--- src/rtl/tcd_pkg.sv ---
package tcd_pkg;
  // cycle counter geometry; the width code is what software reads back
  localparam int CC_W = 16;
  localparam logic [4:0] CC_W_CODE = 5'h10;
  localparam logic [15:0] CC_MAX = 16'hffff;
  localparam logic [15:0] CC_ONE = 16'h0001;
  localparam logic [15:0] CC_ZERO = 16'h0000;
  localparam logic [7:0] MIN_THRESH = 8'h04;
  localparam int DEPTH_W = 8;
  localparam int RANGE_W = 8;
  // register byte offsets
  localparam logic [7:0] OFF_CONFIG = 8'h00;
  localparam logic [7:0] OFF_THRESH = 8'h04;
  localparam logic [7:0] OFF_BBCTL = 8'h08;
  localparam logic [7:0] OFF_ID = 8'h0c;
  localparam logic [7:0] OFF_STATUS = 8'h10;
  // config bit positions
  localparam int CFG_CC_EN = 0;
  localparam int CFG_BB_EN = 1;
  localparam int CFG_TRACE_EN = 2;
  localparam int CFG_RS_EN = 3;
  // broadcast control: ranges in [7:0], include mode in bit 8
  localparam int BB_MODE_BIT = 8;
  // identification field positions
  localparam int ID_CCW_LSB = 0;
  localparam int ID_MIN_LSB = 8;
  localparam int ID_BB_BIT = 16;
  // status field positions
  localparam int ST_TXN_BIT = 8;
  localparam int ST_UNK_BIT = 9;
  localparam int ST_PEND_BIT = 10;
  localparam int ST_RESTART_BIT = 11;
  // values after reset
  localparam logic [3:0] CONFIG_RST = 4'h0;
  localparam logic [15:0] THRESH_RST = 16'h0004;
  localparam logic [8:0] BBCTL_RST = 9'h000;
endpackage

--- src/rtl/tcd_trace_unit.sv ---
// What this block does
// - counter width fixed, reported read-only
// - commit at or above threshold requests count
// - count element emitted before any later commit
// - always emit immediately, never defer
// - emit captured value, reload elapsed cycles
// - emitted zero means count unknown
// - counter beyond maximum reports unknown
// - first count after enable unknown
// - first count after overflow unknown
// - going inoperative with speculation emits discard
// - disable discard waits for pending elements
// - processor reset with speculation emits discard
// - no discard when nothing speculative
// - discard clears speculation depth
// - after discard hide transaction outcome
// - fresh transaction start before resumed waypoints
// - include inside ranges, exclude outside
// - taken direct branch emits target address
// - broadcast blocks return stack match
// - no control register means always active
//
// Added by the designer: the register addresses and the Wishbone interface to the registers.
`timescale 1ns/1ns
module tcd_trace_unit #(
  parameter bit BBCTL_PRESENT = 1'b1       // broadcast control register built
) (
  input wire logic ref_clk,                // processor clock
  input wire logic rst,                    // synchronous reset, high
  input wire logic wb_cyc_i,               // wishbone cycle
  input wire logic wb_stb_i,               // wishbone strobe
  input wire logic wb_we_i,                // wishbone write
  input wire logic [7:0] wb_adr_i,         // wishbone byte address
  input wire logic [3:0] wb_sel_i,         // wishbone byte enables
  input wire logic [31:0] wb_dat_i,        // wishbone write data
  output logic [31:0] wb_dat_o,            // wishbone read data
  output logic wb_ack_o,                   // wishbone acknowledge
  input wire logic commit_i,               // commit element produced
  input wire logic waypoint_i,             // new speculative waypoint
  input wire logic resolve_i,              // one waypoint resolved
  input wire logic txn_start_i,            // transaction start
  input wire logic txn_end_i,              // transaction success or failure
  input wire logic pe_reset_i,             // processor reset pulse
  input wire logic overflow_i,             // trace buffer overflow
  input wire logic other_busy_i,           // other elements still pending
  input wire logic br_valid_i,             // branch retired
  input wire logic br_direct_i,            // branch is direct
  input wire logic br_taken_i,             // branch taken
  input wire logic [tcd_pkg::RANGE_W-1:0] br_arc_i, // address range hits
  input wire logic [31:0] br_target_i,     // branch target
  output logic cc_valid_o,                 // cycle count element
  output logic [tcd_pkg::CC_W-1:0] cc_value_o, // count, zero is unknown
  output logic discard_o,                  // discard element
  output logic waypoint_o,                 // waypoint element
  output logic txn_start_o,                // transaction start element
  output logic txn_result_o,               // transaction outcome element
  output logic tgt_valid_o,                // target address element
  output logic [31:0] tgt_addr_o,          // target address
  output logic rs_block_o                  // return stack must not match
);
  import tcd_pkg::*;

  ////////////////////////////////////////////////////////////////////////
  // register file
  logic [3:0] cfg;
  logic [CC_W-1:0] thresh;
  logic [8:0] bbctl;
  logic [CC_W-1:0] cnt;
  logic unknown;
  logic [DEPTH_W-1:0] depth;
  logic txn_open;
  logic disc_pend;
  logic need_restart;
  logic txn_blk;
  logic tr_en_q;
  logic wp_q;

  // merge write data under byte enables
  function automatic logic [31:0] merge(input logic [31:0] old, input logic [31:0] nw, input logic [3:0] sel);
    logic [31:0] r;
    r = old;
    for (int i = 0; i < 4; i++) begin
      if (sel[i]) begin
        r[i*8 +: 8] = nw[i*8 +: 8];
      end
    end
    return r;
  endfunction

  logic req;
  logic wr;
  assign req = wb_cyc_i && wb_stb_i && !wb_ack_o;
  assign wr = req && wb_we_i;
  logic wr_cfg;
  assign wr_cfg = wr && (wb_adr_i == OFF_CONFIG);

  logic [31:0] next_cfg;
  logic [31:0] next_thresh;
  logic [31:0] next_bbctl;
  assign next_cfg = merge({28'h0000000, cfg}, wb_dat_i, wb_sel_i);
  assign next_thresh = merge({16'h0000, thresh}, wb_dat_i, wb_sel_i);
  assign next_bbctl = merge({23'h000000, bbctl}, wb_dat_i, wb_sel_i);

  // software writes; unmapped and read-only offsets ignore writes
  always_ff @(posedge ref_clk) begin
    if (rst) begin
      cfg <= CONFIG_RST;
      thresh <= THRESH_RST;
      bbctl <= BBCTL_RST;
    end else if (wr) begin
      case (wb_adr_i)
        OFF_CONFIG: cfg <= next_cfg[3:0];
        OFF_THRESH: thresh <= next_thresh[CC_W-1:0];
        OFF_BBCTL: bbctl <= next_bbctl[8:0];
        default: ;
      endcase
    end
  end

  // one wait state: ack registered, dropped the cycle after
  always_ff @(posedge ref_clk) begin
    if (rst) begin
      wb_ack_o <= 1'b0;
    end else begin
      wb_ack_o <= req;
    end
  end

  // read data, unmapped reads return zero
  always_ff @(posedge ref_clk) begin
    if (rst) begin
      wb_dat_o <= 32'h00000000;
    end else if (req && !wb_we_i) begin
      case (wb_adr_i)
        OFF_CONFIG: wb_dat_o <= {28'h0000000, cfg};
        OFF_THRESH: wb_dat_o <= {16'h0000, thresh};
        OFF_BBCTL: wb_dat_o <= BBCTL_PRESENT ? {23'h000000, bbctl} : 32'h00000000;
        OFF_ID: begin
          wb_dat_o <= 32'h00000000;
          wb_dat_o[ID_CCW_LSB +: 5] <= CC_W_CODE;
          wb_dat_o[ID_MIN_LSB +: 8] <= MIN_THRESH;
          wb_dat_o[ID_BB_BIT] <= BBCTL_PRESENT;
        end
        OFF_STATUS: begin
          wb_dat_o <= 32'h00000000;
          wb_dat_o[DEPTH_W-1:0] <= depth;
          wb_dat_o[ST_TXN_BIT] <= txn_open;
          wb_dat_o[ST_UNK_BIT] <= unknown;
          wb_dat_o[ST_PEND_BIT] <= disc_pend;
          wb_dat_o[ST_RESTART_BIT] <= need_restart;
        end
        default: wb_dat_o <= 32'h00000000;
      endcase
    end
  end

  ////////////////////////////////////////////////////////////////////////
  // cycle counting
  logic tr_en;
  logic cc_en;
  assign tr_en = cfg[CFG_TRACE_EN];
  assign cc_en = cfg[CFG_CC_EN] && tr_en;

  // threshold compare; below-minimum threshold is software's concern
  logic cc_req;
  assign cc_req = cc_en && commit_i && (cnt >= thresh);
  logic exceed;
  assign exceed = cc_en && (cnt == CC_MAX) && !cc_req;

  always_ff @(posedge ref_clk) begin
    tr_en_q <= rst ? 1'b0 : tr_en;
  end

  // free count, saturating at the top value
  always_ff @(posedge ref_clk) begin
    if (rst || !cc_en) begin
      cnt <= CC_ZERO;
    end else if (cc_req) begin
      // reload with cycles since this commit
      cnt <= CC_ONE;
    end else if (cnt != CC_MAX) begin
      cnt <= cnt + CC_ONE;
    end
  end

  // unknown flag; any new cause wins over the clear by an emission
  always_ff @(posedge ref_clk) begin
    if (rst) begin
      unknown <= 1'b1;
    end else if ((tr_en && !tr_en_q) || overflow_i || exceed) begin
      unknown <= 1'b1;
    end else if (cc_req) begin
      unknown <= 1'b0;
    end
  end

  // emitted in the cycle after its commit, never deferred
  always_ff @(posedge ref_clk) begin
    if (rst) begin
      cc_valid_o <= 1'b0;
      cc_value_o <= CC_ZERO;
    end else begin
      cc_valid_o <= cc_req;
      if (cc_req) begin
        cc_value_o <= unknown ? CC_ZERO : cnt;
      end
    end
  end

  a_cc_request: assert property (@(posedge ref_clk) disable iff (rst)
    cc_en && commit_i && (cnt >= thresh) |=> cc_valid_o) else $error("count request not emitted");
  a_cc_reload: assert property (@(posedge ref_clk) disable iff (rst)
    cc_req && !wr_cfg |=> cnt == CC_ONE ##1 (!cc_en || cc_req || cnt == 16'h0002))
    else $error("counter not reloaded");
  // an overflow, one quiet cycle, then a commit: the emission must read unknown
  a_cc_unknown: assert property (@(posedge ref_clk) disable iff (rst)
    overflow_i ##1 !cc_req ##1 (cc_req && !overflow_i) |=> cc_value_o == CC_ZERO)
    else $error("count after overflow not unknown");
  a_cc_value: assert property (@(posedge ref_clk) disable iff (rst)
    cc_req && !unknown |=> cc_value_o == $past(cnt)) else $error("wrong count value");
  a_cc_silent: assert property (@(posedge ref_clk) disable iff (rst)
    !cc_en |=> !cc_valid_o) else $error("count element while counting off");
  a_cc_zero: assert property (@(posedge ref_clk) disable iff (rst)
    cc_req && unknown |=> cc_value_o == CC_ZERO) else $error("unknown count not sent as zero");
  a_cc_enable: assert property (@(posedge ref_clk) disable iff (rst)
    tr_en && !tr_en_q |=> unknown) else $error("enable did not mark count unknown");
  a_cc_exceed: assert property (@(posedge ref_clk) disable iff (rst)
    cc_en && (cnt == CC_MAX) && !commit_i |=> unknown) else $error("saturated count not unknown");
  a_cnt_step: assert property (@(posedge ref_clk) disable iff (rst)
    cc_en && !cc_req && (cnt != CC_MAX) && !wr_cfg |=> cnt == $past(cnt) + CC_ONE)
    else $error("counter did not step");
  a_cnt_idle: assert property (@(posedge ref_clk) disable iff (rst)
    !cc_en |=> cnt == CC_ZERO) else $error("counter not cleared while off");

  ////////////////////////////////////////////////////////////////////////
  // speculation and discard
  logic spec;
  assign spec = (depth != 8'h00) || txn_open;
  logic disc_fire;
  // reset discard, disable discard after others drain
  assign disc_fire = (pe_reset_i && spec) || (disc_pend && !other_busy_i);

  // disable with speculation arms a discard; none if idle
  always_ff @(posedge ref_clk) begin
    if (rst) begin
      disc_pend <= 1'b0;
    end else if (!tr_en && tr_en_q && spec) begin
      disc_pend <= 1'b1;
    end else if (disc_fire) begin
      disc_pend <= 1'b0;
    end
  end

  // depth tracking
  always_ff @(posedge ref_clk) begin
    if (rst) begin
      depth <= 8'h00;
    end else if (disc_fire) begin
      depth <= 8'h00;
    end else if (tr_en) begin
      depth <= depth + {7'h00, waypoint_i} - {7'h00, resolve_i && (depth != 8'h00)};
    end
  end

  // transaction open tracking; a processor reset ends it
  always_ff @(posedge ref_clk) begin
    if (rst || pe_reset_i) begin
      txn_open <= 1'b0;
    end else if (txn_start_i) begin
      txn_open <= 1'b1;
    end else if (txn_end_i) begin
      txn_open <= 1'b0;
    end
  end

  // outcome hidden once a discard cut an open transaction
  always_ff @(posedge ref_clk) begin
    if (rst) begin
      txn_blk <= 1'b0;
    end else if (disc_fire && txn_open && !pe_reset_i) begin
      txn_blk <= 1'b1;
    end else if (txn_end_i || txn_start_i || pe_reset_i) begin
      txn_blk <= 1'b0;
    end
  end

  // resumed transaction needs a fresh start element
  always_ff @(posedge ref_clk) begin
    if (rst) begin
      need_restart <= 1'b0;
    end else if (disc_fire && txn_open && !pe_reset_i) begin
      need_restart <= 1'b1;
    end else if ((tr_en && waypoint_i) || txn_start_i || txn_end_i || pe_reset_i) begin
      need_restart <= 1'b0;
    end
  end

  // waypoints lag one cycle so a fresh start can lead them
  always_ff @(posedge ref_clk) begin
    if (rst) begin
      wp_q <= 1'b0;
      waypoint_o <= 1'b0;
      txn_start_o <= 1'b0;
      txn_result_o <= 1'b0;
      discard_o <= 1'b0;
    end else begin
      wp_q <= tr_en && waypoint_i;
      waypoint_o <= wp_q;
      // start element ahead of the waypoint
      txn_start_o <= tr_en && (txn_start_i || (need_restart && waypoint_i));
      txn_result_o <= tr_en && txn_end_i && !txn_blk;
      discard_o <= disc_fire;
    end
  end

  a_disc_reset: assert property (@(posedge ref_clk) disable iff (rst)
    pe_reset_i && (depth != 8'h00) |=> discard_o && depth == 8'h00)
    else $error("reset discard missing");
  a_disc_order: assert property (@(posedge ref_clk) disable iff (rst)
    disc_pend && other_busy_i && !pe_reset_i |=> !discard_o) else $error("discard ahead of pending");
  a_disc_disable: assert property (@(posedge ref_clk) disable iff (rst)
    !tr_en && tr_en_q && spec && !other_busy_i ##1 !other_busy_i |=> discard_o)
    else $error("disable discard missing");
  a_txn_hidden: assert property (@(posedge ref_clk) disable iff (rst)
    txn_blk && txn_end_i |=> !txn_result_o) else $error("outcome shown after discard");
  a_txn_restart: assert property (@(posedge ref_clk) disable iff (rst)
    tr_en && need_restart && waypoint_i |=> txn_start_o && !waypoint_o ##1 waypoint_o)
    else $error("start not before waypoint");
  a_disc_depth: assert property (@(posedge ref_clk) disable iff (rst)
    disc_fire |=> depth == 8'h00) else $error("depth kept after discard");
  a_disc_idle: assert property (@(posedge ref_clk) disable iff (rst)
    pe_reset_i && !spec && !disc_pend |=> !discard_o) else $error("discard with nothing speculative");

  ////////////////////////////////////////////////////////////////////////
  // branch broadcasting
  logic bb_hit;
  logic bb_active;
  assign bb_hit = |(br_arc_i & bbctl[RANGE_W-1:0]);
  // include or exclude; always active without the register
  assign bb_active = cfg[CFG_BB_EN] && (!BBCTL_PRESENT || (bbctl[BB_MODE_BIT] ? bb_hit : !bb_hit));

  always_ff @(posedge ref_clk) begin
    if (rst) begin
      tgt_valid_o <= 1'b0;
      tgt_addr_o <= 32'h00000000;
      rs_block_o <= 1'b0;
    end else begin
      tgt_valid_o <= tr_en && br_valid_i && br_direct_i && br_taken_i && bb_active;
      if (tr_en && br_valid_i && br_direct_i && br_taken_i && bb_active) begin
        tgt_addr_o <= br_target_i;
      end
      // broadcast wins over the return stack
      rs_block_o <= br_valid_i && bb_active && cfg[CFG_RS_EN];
    end
  end

  a_bb_target: assert property (@(posedge ref_clk) disable iff (rst)
    tr_en && br_valid_i && br_direct_i && br_taken_i && bb_active |=> tgt_valid_o && tgt_addr_o == $past(br_target_i))
    else $error("broadcast target missing");
  a_bb_mode: assert property (@(posedge ref_clk) disable iff (rst)
    tgt_valid_o |-> $past(cfg[CFG_BB_EN]) && (!BBCTL_PRESENT || ($past(bbctl[BB_MODE_BIT]) == $past(bb_hit))))
    else $error("broadcast outside selected region");
  a_rs_block: assert property (@(posedge ref_clk) disable iff (rst)
    br_valid_i && bb_active && cfg[CFG_RS_EN] |=> rs_block_o) else $error("return stack not blocked");
  a_bb_off: assert property (@(posedge ref_clk) disable iff (rst)
    !cfg[CFG_BB_EN] |=> !tgt_valid_o) else $error("target element while broadcast off");
  a_rs_idle: assert property (@(posedge ref_clk) disable iff (rst)
    !cfg[CFG_RS_EN] |=> !rs_block_o) else $error("return stack blocked while off");
  a_wb_ack: assert property (@(posedge ref_clk) disable iff (rst)
    wb_ack_o |=> !wb_ack_o) else $error("ack held two cycles");
endmodule
--- config.mk ---
export PLATFORM = sky130hd
export DESIGN_NAME = tcd_trace_unit
export DESIGN_NICKNAME = d
export VERILOG_FILES = /design/src/rtl/tcd_pkg.sv /design/src/rtl/tcd_trace_unit.sv
export SDC_FILE = /design/constraint.sdc
export NUM_CORES = 1
export LEC_CHECK = 0
export ABC_CLOCK_PERIOD_IN_PS = 4200
export BUFFER_PORTS_ARGS = -buffer_cell sky130_fd_sc_hd__buf_2
export CAP_MARGIN = 30
export CORE_ASPECT_RATIO = 1.1
export CORE_MARGIN = 4
export CORE_UTILIZATION = 55
export CTS_CLUSTER_DIAMETER = 40
export DETAILED_ROUTE_END_ITERATION = 10
export PLACE_DENSITY = 0.86
export SYNTH_ARGS = -nofsm -noshare
export SYNTH_HDL_FRONTEND = slang
export SYNTH_SLANG_ARGS = --single-unit
--- constraint.sdc ---
create_clock -name ref_clk -period 4.2 [get_ports ref_clk]
set_input_delay 0.84 -clock ref_clk [delete_from_list [all_inputs] [get_ports ref_clk]]
set_output_delay 0.84 -clock ref_clk [all_outputs]
set_load 0.01 [all_outputs]
==> metrics <==
status=completed; Fin Setup TNS=0 ns; Final Slew Violations=0; initial antenna violation count=0; DRT iter0 DRCs=~380; Comb power frac=0.037; total leakage power=3.17 nW; Initial Util=0.569; Post-Place Worst Slack=approximately 1.1 ns; area grow syn2layout=23.2%; Rel. slew slack=0.290; Hold EP=txn_result_o; distinct cell type count of the synthesized netlist=65; Seq/Total Area, Yosys=0.444; final hold violations=0; Async S/R FF share, synth=0; worst-path maximum fanout=4; CTS root buf=clkbuf_16; r2r worst-path depth=13; switching share of total power=0.207; hold_buf cts=0; vias in the first global route=between 5k and 6k; GRT Total Usage=0.247; vias per cell=approximately 5.6; crit path DAT=~3.3 ns; Clock Pin Slew Worst Setup and Hold Paths=0.06 ns; Layout Skew=just over 0.006 ns; IO buf count=approximately 150; placed cell count=roughly 920; HP Start=txn_blk; Crit Path Class=reg -> reg; HPWL Detailed=approximately 12,000 um; share of the synthesized area in the top cell type=0.444; Commonest cells post-synth=dfxtp_1 (133), nor2_1 (109), mux2i_1 (63); Top Ports=188; setup ws final=roughly 1.2 ns; Final setup viols=0; row count=39; DR vias=about 5.3k; R2R setup slack=between 1 and 1.5 ns; Hold Path Class=reg -> reg; reg2reg end=depth[5]; Post-Layout Cell Count=around 950; 1st-pass router iterations=6; Psw=~0.59 mW; Post-CTS Setup Bufs=0; Final #Nets=920; wire per inst=about 17 um; share of cells above drive strength 1=0.252; total grt overflow=0; leading post-synthesis cells by cell area=dfxtp_1 (44%), mux2i_1 (11%), nor2_1 (6.8%), ha_1 (5.8%), a22o_1 (2.3%); worst r2r src=depth[5]; clock latency on the worst-skew pair=approximately 0.41 ns; CTS Buf Count=17; post_cts resized=0; Die H=approximately 120 um; H-tree depth=4; core area=roughly 11,000 um2; Mapped Avg Cell Area=9.31 um2; die area=12,600 um2; Worst setup SP type=register; minimum clock period after layout=about 3 ns; die width=108 um; YS warnings=0; cell with the most instances after synthesis=dfxtp_1; RSZ-0062 raised after global routing=false; Peak Freq=~0.33 GHz; drt total wl=15,800 um; largest net degree at the start of global routing=50; Req. time, crit path=around 4.5 ns; antenna cell count=0; CTS tree=yes; remaining antenna violation count=0; register share of total power=0.443; internal power=roughly 2.3 mW; Synth Flop Type=dfxtp_1; clk buf depth=2; Worst setup EP type=register; peak supply drop=0.000231 V; Worst-Margin Slew=about 1.1 ns; clock share of power=0.520; period utilisation layout=0.713; FF+latch count, synth=133; Max Cap Violations=0; Layout fillers=between 700 and 800; EDFF count, synth=0; Post-Syn Instances=around 640; hold path cells=1; CTS Sinks=133; first-pass GRT wire length=~25,000 um; synthesized cell area=approximately 6000 um2; DR DRC count=0; PwrDens=approximately 390 nW/um2; Power Total=2.86 mW; GP Congestion=0.901; cell taking the most area after synthesis=dfxtp_1
placed cells by master, fill, tap and decap left out, types with 5 or more instances in the layout:
master / instances
nor2b_1: 5
o21ai_0: 15
inv_1: 37
xnor2_1: 7
dfxtp_1: 133
nor2_1: 109
buf_4: 5
nand3_1: 20
a211oi_1: 9
xor2_1: 10
mux2i_1: 63
nand4_1: 7
a22o_1: 16
a21oi_1: 25
clkbuf_16: 17
nor3_1: 16
conb_1: 15
ha_1: 28
buf_2: 154
clkbuf_8: 6
nand2_1: 26
or3_1: 5
sequential cells by signal (all words and copies together) (netlist names), 4 cells and up:
| signal | flops |
|---|---|
| tgt_addr_o | 32 |
| wb_dat_o | 17 |
| cc_value_o | 16 |
| cnt | 16 |
| thresh | 16 |
| bbctl | 9 |
| depth | 8 |
| cfg | 4 |
layout make-up:
| type | instances | area, um2 | share of cell area |
|---|---|---|---|
| Clock inverter | 8 | 95.1 | 0.0129 |
| Multi-Input combinational cell | 443 | 2990 | 0.405 |
| Timing Repair Buffer | 159 | 808 | 0.109 |
| Clock buffer | 24 | 512 | 0.0693 |
| Sequential cell | 133 | 2660 | 0.360 |
| Tap cell | 143 | 179 | 0.0242 |
| Inverter | 37 | 139 | 0.0188 |
worst max-delay path by stage:
stage	startpoint	to	cells after the start
after floorplan	resolve_i	depth[5]	10
after global placement	wb_adr_i[0]	thresh[9]	8
after detailed placement	wb_adr_i[0]	thresh[11]	8
after CTS	depth[5]	depth[5]	13
after global routing	depth[5]	depth[5]	13
final	depth[5]	depth[5]	13
metal layers:
layer / global-route usage / share of wire
met3: 0.0576 / 0.072
met4: 0.103 / 0.031
met5: 0 / 0
met2: 0.408 / 0.50
met1: 0.307 / 0.40
cells by family (layout without fill, tap and decap cells):
group | count (synthesis) | count (layout) | synth area share
flip-flops | 133 | 133 | 0.444
adder cells (fa/ha/maj) | 29 | 29 | 0.0617
XOR/XNOR | 17 | 17 | 0.0248
AO/OA/AOI/OAI | 96 | 96 | 0.111
AND/OR/NAND/NOR | 220 | 220 | 0.181
buffers and inverters | 82 | 228 | 0.0670
other | 1 | 15 | 0.000625
multiplexers | 66 | 66 | 0.111
through the flow:
step           hold WS, ns   util  area, um2
6_report             0.433  0.701       7390
5_1_grt              0.444  0.701       7390
4_1_cts              0.429  0.701       7390
3_5_place_dp         0.425  0.643       6780
3_3_place_gp         0.410  0.643       6780
2_1_floorplan        0.398      -       6050
power by group through the flow:
stage / logic [mW] / clock network (mW) / registers (mW)
floorplan: 0.0523 / 0 / 1.30
global placement: 0.100 / 0 / 1.30
detailed placement: 0.104 / 0 / 1.30
CTS: 0.104 / 1.50 / 1.27
global route: 0.114 / 1.57 / 1.27
finish: 0.105 / 1.49 / 1.27
worst max-delay path, stage by stage (launching register included):
cell and delay (ns):
dfxtp_1 0.40, inv_1 0.10, ha_1 0.20, nand4b_1 0.14, o21a_1 0.13, ha_1 0.18, inv_1 0.06, ha_1 0.27
a21o_1 0.16, a21oi_1 0.30, nor2_1 0.11, or4b_2 0.62, o2111ai_1 0.12, a21oi_1 0.09
(Power assumes the default switching activity.)
